[src/core/iepm_pkg.sv]
package iepm_pkg;
  // Mask register
  localparam logic [7:0] MASK_ADDR = 8'ha8;
  localparam logic [7:0] MASK_RESET = 8'h00;
  localparam int EX0_BIT = 0;
  localparam int ET0_BIT = 1;
  localparam int EX1_BIT = 2;
  localparam int ET1_BIT = 3;
  localparam int ES_BIT = 4;
  localparam int ET2_BIT = 5;
  localparam int RSV_BIT = 6;
  localparam int GATE_BIT = 7;
  localparam logic [7:0] MASK_WMASK = 8'hbf;
  localparam int NUM_SRC = 6;
  // Machine cycle: 12 oscillator periods, 6 core clocks, 2 phases each
  localparam int STATES_PER_CYC = 6;
  localparam logic [2:0] LATE_STATE = 3'h4;
  localparam logic [2:0] EARLY_STATE = 3'h1;
  localparam logic [2:0] LAST_STATE = 3'h5;
  // Reset exit from idle may run up to two machine cycles
  localparam int IDLE_RST_CYC = 2;
  localparam int IDLE_RST_CLKS = IDLE_RST_CYC * STATES_PER_CYC;
  // AHB-Lite map of the controller's own registers
  localparam logic [7:0] AHB_MASK = 8'h00;
  localparam logic [7:0] AHB_FLAGS = 8'h04;
  localparam logic [7:0] AHB_MODE = 8'h08;
  localparam logic [7:0] AHB_STATUS = 8'h0c;
  localparam logic [1:0] HTRANS_NONSEQ = 2'h2;
  localparam logic [1:0] HTRANS_IDLE = 2'h0;
  typedef enum logic [1:0]
  {
    PM_RUN = 2'b00,
    PM_IDLE = 2'b01,
    PM_PDOWN = 2'b10
  } iepm_pm_t;
endpackage : iepm_pkg

[src/core/iepm_if.sv]
`timescale 1ns/1ps
interface iepm_if;
  // Mask register port
  logic mask_wr;
  logic [7:0] mask_wdata;
  logic [7:0] mask_rdata;
  // Raw request sources
  logic ext_irq_pin0;
  logic ext_irq_pin1;
  logic tmr0_ovf_flag;
  logic tmr1_ovf_flag;
  logic tmr2_ovf_flag;
  logic tmr2_ext_flag;
  logic uart_rx_done;
  logic uart_tx_done;
  logic spi_xfer_done_flag;
  logic spi_irq_on;
  // Power mode requests
  logic idle_req;
  logic pdown_req;
  // Device results
  logic [5:0] irq_pending;
  logic [1:0] pm_state;
  logic cpu_halt;
  logic osc_stop;
  logic ram_block;
  logic addr_latch_strobe;
  logic prog_store_rd_strobe;
  logic port0_float;
  logic port2_addr;
  logic isr_start;
  modport dev (
    input mask_wr, mask_wdata, ext_irq_pin0, ext_irq_pin1,
    input tmr0_ovf_flag, tmr1_ovf_flag, tmr2_ovf_flag, tmr2_ext_flag,
    input uart_rx_done, uart_tx_done, spi_xfer_done_flag, spi_irq_on,
    input idle_req, pdown_req,
    output mask_rdata, irq_pending, pm_state, cpu_halt, osc_stop,
    output ram_block, addr_latch_strobe, prog_store_rd_strobe,
    output port0_float, port2_addr, isr_start
  );
  modport ctl (
    output mask_wr, mask_wdata, ext_irq_pin0, ext_irq_pin1,
    output tmr0_ovf_flag, tmr1_ovf_flag, tmr2_ovf_flag, tmr2_ext_flag,
    output uart_rx_done, uart_tx_done, spi_xfer_done_flag, spi_irq_on,
    output idle_req, pdown_req,
    input mask_rdata, irq_pending, pm_state, cpu_halt, osc_stop,
    input ram_block, addr_latch_strobe, prog_store_rd_strobe,
    input port0_float, port2_addr, isr_start
  );
endinterface : iepm_if

[src/core/iepm_dev.sv]
`timescale 1ns/1ps
module iepm_dev #(
  parameter bit EXT_PROG = 1'b1
) (
  // Clock and reset
  input wire logic mclk,
  input wire logic rst_n,
  // Link to controller
  iepm_if.dev lnk,
  // Warm reset request while idle
  input wire logic hw_rst_req
);
  logic [7:0] irq_mask_reg;
  logic [2:0] state_cnt;
  logic [1:0] p0_s;
  logic [1:0] p1_s;
  logic [5:0] req_raw;
  logic [5:0] req_smp;
  logic t01_late;
  logic [3:0] rst_win;
  logic pin_low_seen;
  logic pin_prev;
  iepm_pkg::iepm_pm_t pm;
  logic gate;
  logic ext_wake;

  localparam int IEPM_CHECK_SRC = 6;
  // Vector width is fixed by the pending port
  if (IEPM_CHECK_SRC != iepm_pkg::NUM_SRC)
  begin : g_bad_src
    $error("source count mismatch");
  end

  // Pin synchronisers (active low pins)
  always_ff @(posedge mclk or negedge rst_n)
  begin
    if (!rst_n)
    begin
      p0_s <= 2'h3;
      p1_s <= 2'h3;
    end
    else
    begin
      p0_s <= {p0_s[0], lnk.ext_irq_pin0};
      p1_s <= {p1_s[0], lnk.ext_irq_pin1};
    end
  end

  // Mask register; bit 6 reads zero
  always_ff @(posedge mclk or negedge rst_n)
  begin
    if (!rst_n)
      irq_mask_reg <= iepm_pkg::MASK_RESET;
    else if (lnk.mask_wr)
      irq_mask_reg <= lnk.mask_wdata & iepm_pkg::MASK_WMASK;
  end

  // Machine cycle state counter; frozen while oscillator stopped
  always_ff @(posedge mclk or negedge rst_n)
  begin
    if (!rst_n)
      state_cnt <= 3'h0;
    else if (pm != iepm_pkg::PM_PDOWN)
    begin
      if (state_cnt == iepm_pkg::LAST_STATE)
        state_cnt <= 3'h0;
      else
        state_cnt <= state_cnt + 3'h1;
    end
  end

  // Flags are level inputs; device never clears them
  always_comb
  begin
    req_raw = '0;
    req_raw[iepm_pkg::EX0_BIT] = ~p0_s[1];
    req_raw[iepm_pkg::ET0_BIT] = lnk.tmr0_ovf_flag;
    req_raw[iepm_pkg::EX1_BIT] = ~p1_s[1];
    req_raw[iepm_pkg::ET1_BIT] = lnk.tmr1_ovf_flag;
    req_raw[iepm_pkg::ES_BIT] = lnk.uart_rx_done | lnk.uart_tx_done |
      (lnk.spi_xfer_done_flag & lnk.spi_irq_on);
    req_raw[iepm_pkg::ET2_BIT] = lnk.tmr2_ovf_flag |
      lnk.tmr2_ext_flag;
  end

  // Timer 0/1 late-phase flag; both are sampled at LAST_STATE whether or not it is set
  always_ff @(posedge mclk or negedge rst_n)
  begin
    if (!rst_n)
      t01_late <= 1'b0;
    else if (state_cnt == iepm_pkg::LATE_STATE)
      t01_late <= 1'b1;
    else if (state_cnt == iepm_pkg::LAST_STATE)
      t01_late <= 1'b0;
  end

  // Sampling of requests
  always_ff @(posedge mclk or negedge rst_n)
  begin
    if (!rst_n)
      req_smp <= '0;
    else
    begin
      req_smp[iepm_pkg::EX0_BIT] <= req_raw[iepm_pkg::EX0_BIT];
      req_smp[iepm_pkg::EX1_BIT] <= req_raw[iepm_pkg::EX1_BIT];
      req_smp[iepm_pkg::ES_BIT] <= req_raw[iepm_pkg::ES_BIT];
      if (state_cnt == iepm_pkg::LAST_STATE && !t01_late)
      begin
        req_smp[iepm_pkg::ET0_BIT] <= req_raw[iepm_pkg::ET0_BIT];
        req_smp[iepm_pkg::ET1_BIT] <= req_raw[iepm_pkg::ET1_BIT];
      end
      else if (state_cnt == iepm_pkg::LAST_STATE)
      begin
        req_smp[iepm_pkg::ET0_BIT] <= req_raw[iepm_pkg::ET0_BIT];
        req_smp[iepm_pkg::ET1_BIT] <= req_raw[iepm_pkg::ET1_BIT];
      end
      if (state_cnt == iepm_pkg::EARLY_STATE)
        req_smp[iepm_pkg::ET2_BIT] <= req_raw[iepm_pkg::ET2_BIT];
    end
  end

  assign gate = irq_mask_reg[iepm_pkg::GATE_BIT];
  assign ext_wake = gate &
    ((irq_mask_reg[iepm_pkg::EX0_BIT] & ~p0_s[1]) |
     (irq_mask_reg[iepm_pkg::EX1_BIT] & ~p1_s[1]));

  // Pending requests toward the CPU
  always_ff @(posedge mclk or negedge rst_n)
  begin
    if (!rst_n)
      lnk.irq_pending <= '0;
    else if (pm == iepm_pkg::PM_PDOWN)
      lnk.irq_pending <= '0;
    else
      lnk.irq_pending <= {6{gate}} & irq_mask_reg[5:0] & req_smp;
  end

  // Power mode machine
  always_ff @(posedge mclk or negedge rst_n)
  begin
    if (!rst_n)
      pm <= iepm_pkg::PM_RUN;
    else
    begin
      case (pm)
        iepm_pkg::PM_RUN:
          if (lnk.pdown_req)
            pm <= iepm_pkg::PM_PDOWN;
          else if (lnk.idle_req)
            pm <= iepm_pkg::PM_IDLE;
        iepm_pkg::PM_IDLE:
          if (|lnk.irq_pending || rst_win == 4'h1)
            pm <= iepm_pkg::PM_RUN;
        iepm_pkg::PM_PDOWN:
          if (pin_low_seen && !pin_prev && !ext_wake)
            pm <= iepm_pkg::PM_RUN;
        default:
          pm <= iepm_pkg::PM_RUN;
      endcase
    end
  end

  // Wake by pin held low, leave at rising edge
  always_ff @(posedge mclk or negedge rst_n)
  begin
    if (!rst_n)
    begin
      pin_low_seen <= 1'b0;
      pin_prev <= 1'b0;
    end
    else
    begin
      pin_prev <= ext_wake;
      if (pm != iepm_pkg::PM_PDOWN)
        pin_low_seen <= 1'b0;
      else if (ext_wake)
        pin_low_seen <= 1'b1;
    end
  end

  // Reset exit from idle: window with RAM blocked
  always_ff @(posedge mclk or negedge rst_n)
  begin
    if (!rst_n)
      rst_win <= 4'h0;
    else if (pm == iepm_pkg::PM_IDLE && hw_rst_req && rst_win == 4'h0)
      rst_win <= 4'(iepm_pkg::IDLE_RST_CLKS);
    else if (rst_win != 4'h0)
      rst_win <= rst_win - 4'h1;
  end

  // Registered outputs and pin states
  always_ff @(posedge mclk or negedge rst_n)
  begin
    if (!rst_n)
    begin
      lnk.mask_rdata <= 8'h00;
      lnk.pm_state <= 2'h0;
      lnk.cpu_halt <= 1'b0;
      lnk.osc_stop <= 1'b0;
      lnk.ram_block <= 1'b0;
      lnk.addr_latch_strobe <= 1'b1;
      lnk.prog_store_rd_strobe <= 1'b1;
      lnk.port0_float <= 1'b0;
      lnk.port2_addr <= 1'b0;
      lnk.isr_start <= 1'b0;
    end
    else
    begin
      lnk.mask_rdata <= irq_mask_reg;
      lnk.pm_state <= pm;
      lnk.cpu_halt <= pm != iepm_pkg::PM_RUN;
      lnk.osc_stop <= pm == iepm_pkg::PM_PDOWN;
      lnk.ram_block <= rst_win != 4'h0;
      lnk.addr_latch_strobe <= pm != iepm_pkg::PM_PDOWN;
      lnk.prog_store_rd_strobe <= pm != iepm_pkg::PM_PDOWN;
      lnk.port0_float <= EXT_PROG && pm != iepm_pkg::PM_RUN;
      lnk.port2_addr <= EXT_PROG && pm == iepm_pkg::PM_IDLE;
      lnk.isr_start <= pm == iepm_pkg::PM_PDOWN && pin_low_seen &&
        !pin_prev && !ext_wake;
    end
  end
endmodule : iepm_dev

[src/flat_wrapper.sv]
// flat-port wrapper written by rule: the top's interface ports become plain ports
module iepm_dev_flat 
#(
  parameter bit EXT_PROG = 1'b1
)
  (mclk, rst_n, hw_rst_req, lnk_mask_wr, lnk_mask_wdata, lnk_ext_irq_pin0, lnk_ext_irq_pin1, lnk_tmr0_ovf_flag, lnk_tmr1_ovf_flag, lnk_tmr2_ovf_flag, lnk_tmr2_ext_flag, lnk_uart_rx_done, lnk_uart_tx_done, lnk_spi_xfer_done_flag, lnk_spi_irq_on, lnk_idle_req, lnk_pdown_req, lnk_mask_rdata, lnk_irq_pending, lnk_pm_state, lnk_cpu_halt, lnk_osc_stop, lnk_ram_block, lnk_addr_latch_strobe, lnk_prog_store_rd_strobe, lnk_port0_float, lnk_port2_addr, lnk_isr_start);
  iepm_if lnk_i ();
  input wire logic mclk;
  input wire logic rst_n;
  input wire logic hw_rst_req;
  input wire logic [$bits(lnk_i.mask_wr)-1:0] lnk_mask_wr;
  input wire logic [$bits(lnk_i.mask_wdata)-1:0] lnk_mask_wdata;
  input wire logic [$bits(lnk_i.ext_irq_pin0)-1:0] lnk_ext_irq_pin0;
  input wire logic [$bits(lnk_i.ext_irq_pin1)-1:0] lnk_ext_irq_pin1;
  input wire logic [$bits(lnk_i.tmr0_ovf_flag)-1:0] lnk_tmr0_ovf_flag;
  input wire logic [$bits(lnk_i.tmr1_ovf_flag)-1:0] lnk_tmr1_ovf_flag;
  input wire logic [$bits(lnk_i.tmr2_ovf_flag)-1:0] lnk_tmr2_ovf_flag;
  input wire logic [$bits(lnk_i.tmr2_ext_flag)-1:0] lnk_tmr2_ext_flag;
  input wire logic [$bits(lnk_i.uart_rx_done)-1:0] lnk_uart_rx_done;
  input wire logic [$bits(lnk_i.uart_tx_done)-1:0] lnk_uart_tx_done;
  input wire logic [$bits(lnk_i.spi_xfer_done_flag)-1:0] lnk_spi_xfer_done_flag;
  input wire logic [$bits(lnk_i.spi_irq_on)-1:0] lnk_spi_irq_on;
  input wire logic [$bits(lnk_i.idle_req)-1:0] lnk_idle_req;
  input wire logic [$bits(lnk_i.pdown_req)-1:0] lnk_pdown_req;
  output wire logic [$bits(lnk_i.mask_rdata)-1:0] lnk_mask_rdata;
  output wire logic [$bits(lnk_i.irq_pending)-1:0] lnk_irq_pending;
  output wire logic [$bits(lnk_i.pm_state)-1:0] lnk_pm_state;
  output wire logic [$bits(lnk_i.cpu_halt)-1:0] lnk_cpu_halt;
  output wire logic [$bits(lnk_i.osc_stop)-1:0] lnk_osc_stop;
  output wire logic [$bits(lnk_i.ram_block)-1:0] lnk_ram_block;
  output wire logic [$bits(lnk_i.addr_latch_strobe)-1:0] lnk_addr_latch_strobe;
  output wire logic [$bits(lnk_i.prog_store_rd_strobe)-1:0] lnk_prog_store_rd_strobe;
  output wire logic [$bits(lnk_i.port0_float)-1:0] lnk_port0_float;
  output wire logic [$bits(lnk_i.port2_addr)-1:0] lnk_port2_addr;
  output wire logic [$bits(lnk_i.isr_start)-1:0] lnk_isr_start;
  assign lnk_i.mask_wr = lnk_mask_wr;
  assign lnk_i.mask_wdata = lnk_mask_wdata;
  assign lnk_i.ext_irq_pin0 = lnk_ext_irq_pin0;
  assign lnk_i.ext_irq_pin1 = lnk_ext_irq_pin1;
  assign lnk_i.tmr0_ovf_flag = lnk_tmr0_ovf_flag;
  assign lnk_i.tmr1_ovf_flag = lnk_tmr1_ovf_flag;
  assign lnk_i.tmr2_ovf_flag = lnk_tmr2_ovf_flag;
  assign lnk_i.tmr2_ext_flag = lnk_tmr2_ext_flag;
  assign lnk_i.uart_rx_done = lnk_uart_rx_done;
  assign lnk_i.uart_tx_done = lnk_uart_tx_done;
  assign lnk_i.spi_xfer_done_flag = lnk_spi_xfer_done_flag;
  assign lnk_i.spi_irq_on = lnk_spi_irq_on;
  assign lnk_i.idle_req = lnk_idle_req;
  assign lnk_i.pdown_req = lnk_pdown_req;
  assign lnk_mask_rdata = lnk_i.mask_rdata;
  assign lnk_irq_pending = lnk_i.irq_pending;
  assign lnk_pm_state = lnk_i.pm_state;
  assign lnk_cpu_halt = lnk_i.cpu_halt;
  assign lnk_osc_stop = lnk_i.osc_stop;
  assign lnk_ram_block = lnk_i.ram_block;
  assign lnk_addr_latch_strobe = lnk_i.addr_latch_strobe;
  assign lnk_prog_store_rd_strobe = lnk_i.prog_store_rd_strobe;
  assign lnk_port0_float = lnk_i.port0_float;
  assign lnk_port2_addr = lnk_i.port2_addr;
  assign lnk_isr_start = lnk_i.isr_start;
  iepm_dev #(.EXT_PROG(EXT_PROG)) u_core (.mclk(mclk), .rst_n(rst_n), .lnk(lnk_i), .hw_rst_req(hw_rst_req));
endmodule
[config.mk]
export PLATFORM = sky130hd
export DESIGN_NAME = iepm_dev_flat
export DESIGN_NICKNAME = d
export VERILOG_FILES = /design/src/core/iepm_pkg.sv /design/src/core/iepm_if.sv /design/src/core/iepm_dev.sv /design/src/flat_wrapper.sv
export SDC_FILE = /design/constraint.sdc
export NUM_CORES = 1
export LEC_CHECK = 0
export BUFFER_PORTS_ARGS = -buffer_cell sky130_fd_sc_hd__buf_2
export CAP_MARGIN = 20
export CORE_UTILIZATION = 25
export CTS_CLUSTER_SIZE = 30
export DETAILED_ROUTE_END_ITERATION = 12
export PLACE_DENSITY_LB_ADDON = 0.05
export SLEW_MARGIN = 10
export SYNTH_ARGS = -nofsm -noshare
export SYNTH_HDL_FRONTEND = slang
export SYNTH_SLANG_ARGS = --single-unit
[constraint.sdc]
create_clock -name mclk -period 1.4 [get_ports mclk]
set_input_delay 0.28 -clock mclk [delete_from_list [all_inputs] [get_ports mclk]]
set_output_delay 0.28 -clock mclk [all_outputs]
set_load 0.02 [all_outputs]
==> results.toml, run 1 <==
[sta]
finalClockSkew_ns = 0.00256
rsz0062_at_grt = "false"
hold_ws_ns = 0.0768
hold_violations = 0
finalCritPeriodShare_pct = 89.3
slew_viol_final = 0
max_freq_mhz = 800
min_period_ns = 1.25
setup_violations = 0
tns_ns = 0

[final_layout]
fin_area_mm2 = 0.00225
instances_no_fill = 274
num-nets-final = 203
diodes = 0
area_growth_pct = 27.9
nFillCells = 692
drive_gt1_share_pct = 44.4

[global_routing]
antenna_found_initial = 0
track_usage_pct = 10.2
grt_overflow = 0
grt_pass1_vias = 1160
grt_max_degree = 50
grt_first_pass_wirelength_mm = 5.51

[power]
cellPowerDensity_mw_per_mm2 = 1840
peakVddDrop_uv = 426
leakage_nw = 1.10

[synthesis]
synthArstFlopShare_pct = 100
yosys-top-cells-area = "dfrtp_1, dfstp_2, mux2_2"
synth_common_cells = "dfrtp_1, inv_1, mux2_2"
post-synth-top-count-cell = "dfrtp_1"
synth_top_area_share_pct = 62.5
synth_flop_cell = "dfrtp_1"
yosysWarnings = 0
synthSimpleGateAreaFrac_pct = 12.2
synthAdderAreaFrac_pct = 1.42
synthesis.nets = 150
ys_ff_latch = 49
synth_top_family_by_area = "simple AND/OR/NAND/NOR gates"
synth_compound_area_share_pct = 5.54
syn_area_mm2 = 0.00176
synth.yosys.seq_area_share_pct = 70.0
synth_top_area_cell = "dfrtp_1"
syn_area_per_cell_um2 = 14.2
synth_edf_count = 0
synth_xor_area_share_pct = 0.498
syn_inst = 124
synth_mux_area_share_pct = 5.76
ys_types = 36

[setup_path]
crit_start = "u_core.lnk.addr_latch_strobe"
worstPathArrival_ns = 0.97
cp-end-kind = "output pin"
crit_family = "flip-flops"
cpPeakStageDelay_ns = 0.53
worstPathCellList = "buf_2"
path_class = "reg -> out"
r2r_start = "u_core.pm[1]"
critPathBufInv = 1
startpoint_type = "flip-flop"
critPathMaxFanout = 2
cp.required_ns = 1.12
worst_path_max_delay_cell = "dfstp_2"

[placed_design]
dp_cells = 265
place_congestion = 0.647
hpwlAfterDp_mm = 2.39
placed_area_mm2 = 0.00212
io_buffers = 45

[outcome]
outcome = "finished clean"

[clock_network]
cts_tree = "built"
clk_pin_slew_ns = 0.08
cts_max_path_buffers = 2
clockRootBuffer = "clkbuf_8"
htree_levels = 2
numCtsBuffers = 5
cts.sinks = 49
clock_latency_ns = 0.29

[floorplan]
dieArea_mm2 = 0.00738
initial_utilization_pct = 25.9
rows = 30
die_h_um = 85.9
die_width_um = 85.9
pin_count = 48
core_mm2 = 0.00679

[detailed_routing]
post_drt_via_cell_ratio = 4.03
routed_wl_mm = 3.40
drt_iter0_markers = 38
wl_per_cell_um = 12.4
drc = 0
num_vias = 1103
drtAntennaViolNets = 0
drt_first_pass_iters = 4

[hold_path]
hold_class = "in -> reg"
hold_start = "lnk_ext_irq_pin0"

[job]
maxCapViolations = 0
-- final cells by class --
class | instances | area, um2 | share of cell area, %
sequential | 49 | 1230 | 54.7
multi-input combinational | 60 | 458 | 20.3
timing repair buffer | 51 | 285 | 12.7
tap | 96 | 120 | 5.33
clock buffer | 7 | 86.3 | 3.83
inverter | 10 | 40.0 | 1.78
clock inverter | 1 | 30.0 | 1.33
-- cell families after synthesis --
logic type,Yosys count
other,1
and+or+nand+nor,33
DFF,49
AOI/OAI and AO/OA,14
muxes,9
xor gates and xnor gates,1
buffers and inverters,15
adders and majority gates,2
-- repair_timing --
| action | CTS | global route |
|---|---|---|
| hold buffers | 1 | 0 |
| hold endpoints to repair | 44 | 0 |
| setup endpoints to repair | 0 | 2 |
| setup buffers | 0 | 0 |
| resized for setup | 0 | 2 |
-- report_power, final --
part / switching, mW / leakage [nW] / total, mW / internal, mW
clock network: 0.443 / 0.0585 / 1.03 / 0.583
logic: 0.602 / 0.458 / 1.12 / 0.520
registers: 0.230 / 0.583 / 1.99 / 1.76
total: 1.27 / 1.10 / 4.13 / 2.86
-- layout by cell type (no fill, tap or decap), drive strengths merged, types with 2 or more instances in the layout --
cell type,n
buf,50
dfrtp,44
inv,10
mux2,9
and3,7
clkbuf,7
o21ai,5
dfstp,5
nor2b,5
nor2,4
nand3,3
nor3b,3
nand3b,2
nor4,2
ha,2
-- path summary, 6_finish.rpt --
kind,end,slack (ns),depth (start not counted)
worst max-delay path,lnk_prog_store_rd_strobe,0.15,1
worst min-delay path,u_core.p0_s[0],0.08,1
worst max register to register,u_core.state_cnt[1],0.16,4
worst min register to register,u_core.p0_s[1],0.36,0
max in group asynchronous,u_core.p1_s[0],0.61,3
min in group asynchronous,u_core.rst_win[3],0.49,3
-- metrics by stage --
stage | utilization [%] | setup slack (ns) | power (mW)
6_report | 33.1 | 0.149 | 4.13
3_5_place_dp | 31.2 | 0.118 | 3.15
5_1_grt | 33.1 | 0.0436 | 4.44
4_1_cts | 33.0 | 0.111 | 4.19
3_3_place_gp | 31.2 | 0.168 | 3.11
2_1_floorplan | - | 0.144 | 2.77
-- routing by layer --
metal | wire, um | track usage [%] | vias to the layer above
met1 | 1550 | 12.7 | 542
li1 | - | - | 519
met5 | 0 | 0 | -
met3 | 207 | 4.43 | 2
met4 | 26 | 3.18 | 0
met2 | 1620 | 15.8 | 40
Power figures use the tool's default switching activity.
==> inputs of run 2 (changes only) <==
--- a/config.mk
+++ b/config.mk
@@ -7,10 +7,12 @@
 export LEC_CHECK = 0
 export BUFFER_PORTS_ARGS = -buffer_cell sky130_fd_sc_hd__buf_2
 export CAP_MARGIN = 20
+export CORE_ASPECT_RATIO = 0.6
 export CORE_UTILIZATION = 25
 export CTS_CLUSTER_SIZE = 30
 export DETAILED_ROUTE_END_ITERATION = 12
 export PLACE_DENSITY_LB_ADDON = 0.05
+export SETUP_SLACK_MARGIN = 0.1
 export SLEW_MARGIN = 10
 export SYNTH_ARGS = -nofsm -noshare
 export SYNTH_HDL_FRONTEND = slang
==> run 2 against run 1 <==
Non-clock buffer count increased by 2. Sequential power about the same. Combinational power increased by 7%. Worst setup slack improved by 0.011 ns. Core utilization increased by 0.98 points. Clock skew increased by 0.0042 ns. Wire length increased by 6.1%. First-iteration DRC count decreased by 34%. Maximum frequency increased by 0.92%.
==> results.toml, run 2 (same netlist as run 1, synthesis figures left out) <==
[outcome]
outcome = "finished clean"

[floorplan]
dieArea_mm2 = 0.00739
initial_utilization_pct = 26.1
die_h_um = 67
die_width_um = 110
core_mm2 = 0.00673
rows = 23
pin_count = 48

[setup_path]
critPathMaxFanout = 2
crit_family = "flip-flops"
startpoint_type = "flip-flop"
worstPathCellList = "buf_2"
worstPathArrival_ns = 0.96
worst_path_max_delay_cell = "dfstp_2"
path_class = "reg -> out"
critPathBufInv = 1
cpPeakStageDelay_ns = 0.52
cp-end-kind = "output pin"
cp.required_ns = 1.12

[global_routing]
grt_pass1_vias = 1134
grt_max_degree = 50
grt_first_pass_wirelength_mm = 5.96
antenna_found_initial = 0
track_usage_pct = 11.4
grt_overflow = 0

[detailed_routing]
drc = 0
wl_per_cell_um = 13.5
post_drt_via_cell_ratio = 4.04
routed_wl_mm = 3.61
drtAntennaViolNets = 0
drt_iter0_markers = 25
num_vias = 1080
drt_first_pass_iters = 4

[sta]
hold_violations = 0
tns_ns = 0
slew_viol_final = 0
finalClockSkew_ns = 0.00677
max_freq_mhz = 807
finalCritPeriodShare_pct = 88.5
hold_ws_ns = 0.0951
min_period_ns = 1.24
rsz0062_at_grt = "true"
setup_violations = 0

[clock_network]
clockRootBuffer = "clkbuf_16"
cts_tree = "built"
htree_levels = 2
cts_max_path_buffers = 2
clock_latency_ns = 0.28
clk_pin_slew_ns = 0.06
cts.sinks = 49
numCtsBuffers = 5

[power]
peakVddDrop_uv = 792
p_seq_share_pct = 45.4
p_switching_mw = 1.36
leakage_nw = 1.12
p_comb_share_pct = 27.2
power_switching_share_pct = 30.9
power_mw = 4.40
cellPowerDensity_mw_per_mm2 = 1910
p_int_mw = 3.04
p_clk_share_pct = 27.4

[job]
maxCapViolations = 0

[placed_design]
dp_cells = 256
place_congestion = 0.715
io_buffers = 45
hpwlAfterDp_mm = 2.52

[final_layout]
nFillCells = 683
diodes = 0
fin_util_pct = 34.1
instances_no_fill = 267
area_growth_pct = 30.6
num-nets-final = 205
final_cell_mix = "buf_2, dfrtp_1, mux2_2, inv_1, and3_1"
drive_gt1_share_pct = 46.1
layout_commonest_cell = "buf_2"

[hold_path]
hold_class = "in -> reg"
-- run 2: area by class of cell --
class / count / area, um2 / share of cell area [%]
Clock buffer: 8 / 146 / 6.37
Inverter: 10 / 40.0 / 1.74
Multi-Input combinational cell: 60 / 470 / 20.5
Sequential cell: 49 / 1230 / 53.6
Tap cell: 87 / 109 / 4.74
Timing Repair Buffer: 53 / 300 / 13.1
-- run 2: worst paths after layout --
kind	cells past startpoint	to	slack, ns	startpoint
max	1	lnk_prog_store_rd_strobe	0.16	u_core.lnk.addr_latch_strobe
min	1	u_core.p1_s[0]	0.1	lnk_ext_irq_pin1
max reg2reg	6	u_core.rst_win[0]	0.21	u_core.rst_win[1]
min reg2reg	0	u_core.p0_s[1]	0.35	u_core.p0_s[0]
max in group asynchronous	3	u_core.p1_s[1]	0.61	rst_n
min in group asynchronous	3	u_core.irq_mask_reg[1]	0.50	rst_n
-- run 2: power by group through the flow --
stage | sequential, mW | clock [mW] | combinational (mW)
detailed placement | 2.03 | 0 | 1.13
finish | 2.00 | 1.20 | 1.20
global route | 2.04 | 1.31 | 1.33
floorplan | 2.13 | 0 | 0.638
global placement | 2.01 | 0 | 1.11
CTS | 2.00 | 1.25 | 1.18
-- run 2: repair_timing --
action,in CTS,in global routing
endpoints found under the setup margin,3,5
hold endpoints to repair,44,0
pin swaps,0,0
hold buffers,1,0
buffers inserted,1,1
resized for setup,1,4
-- run 2: metrics by stage --
stage               setup slack, ns  instance area, um2
finish                        0.161                2300
CTS                           0.130                2280
global route                 0.0921                2300
detailed placement           0.0921                2110
floorplan                     0.144                1760
global placement              0.134                2110
-- run 2: routing by layer --
layer	vias to the layer above	track usage (%)	part of all wire, %
li1	528	-	-
met1	515	15.6	49
met2	33	15.8	42
met3	4	4.50	7.3
met4	0	4.44	0.97
met5	-	0	0
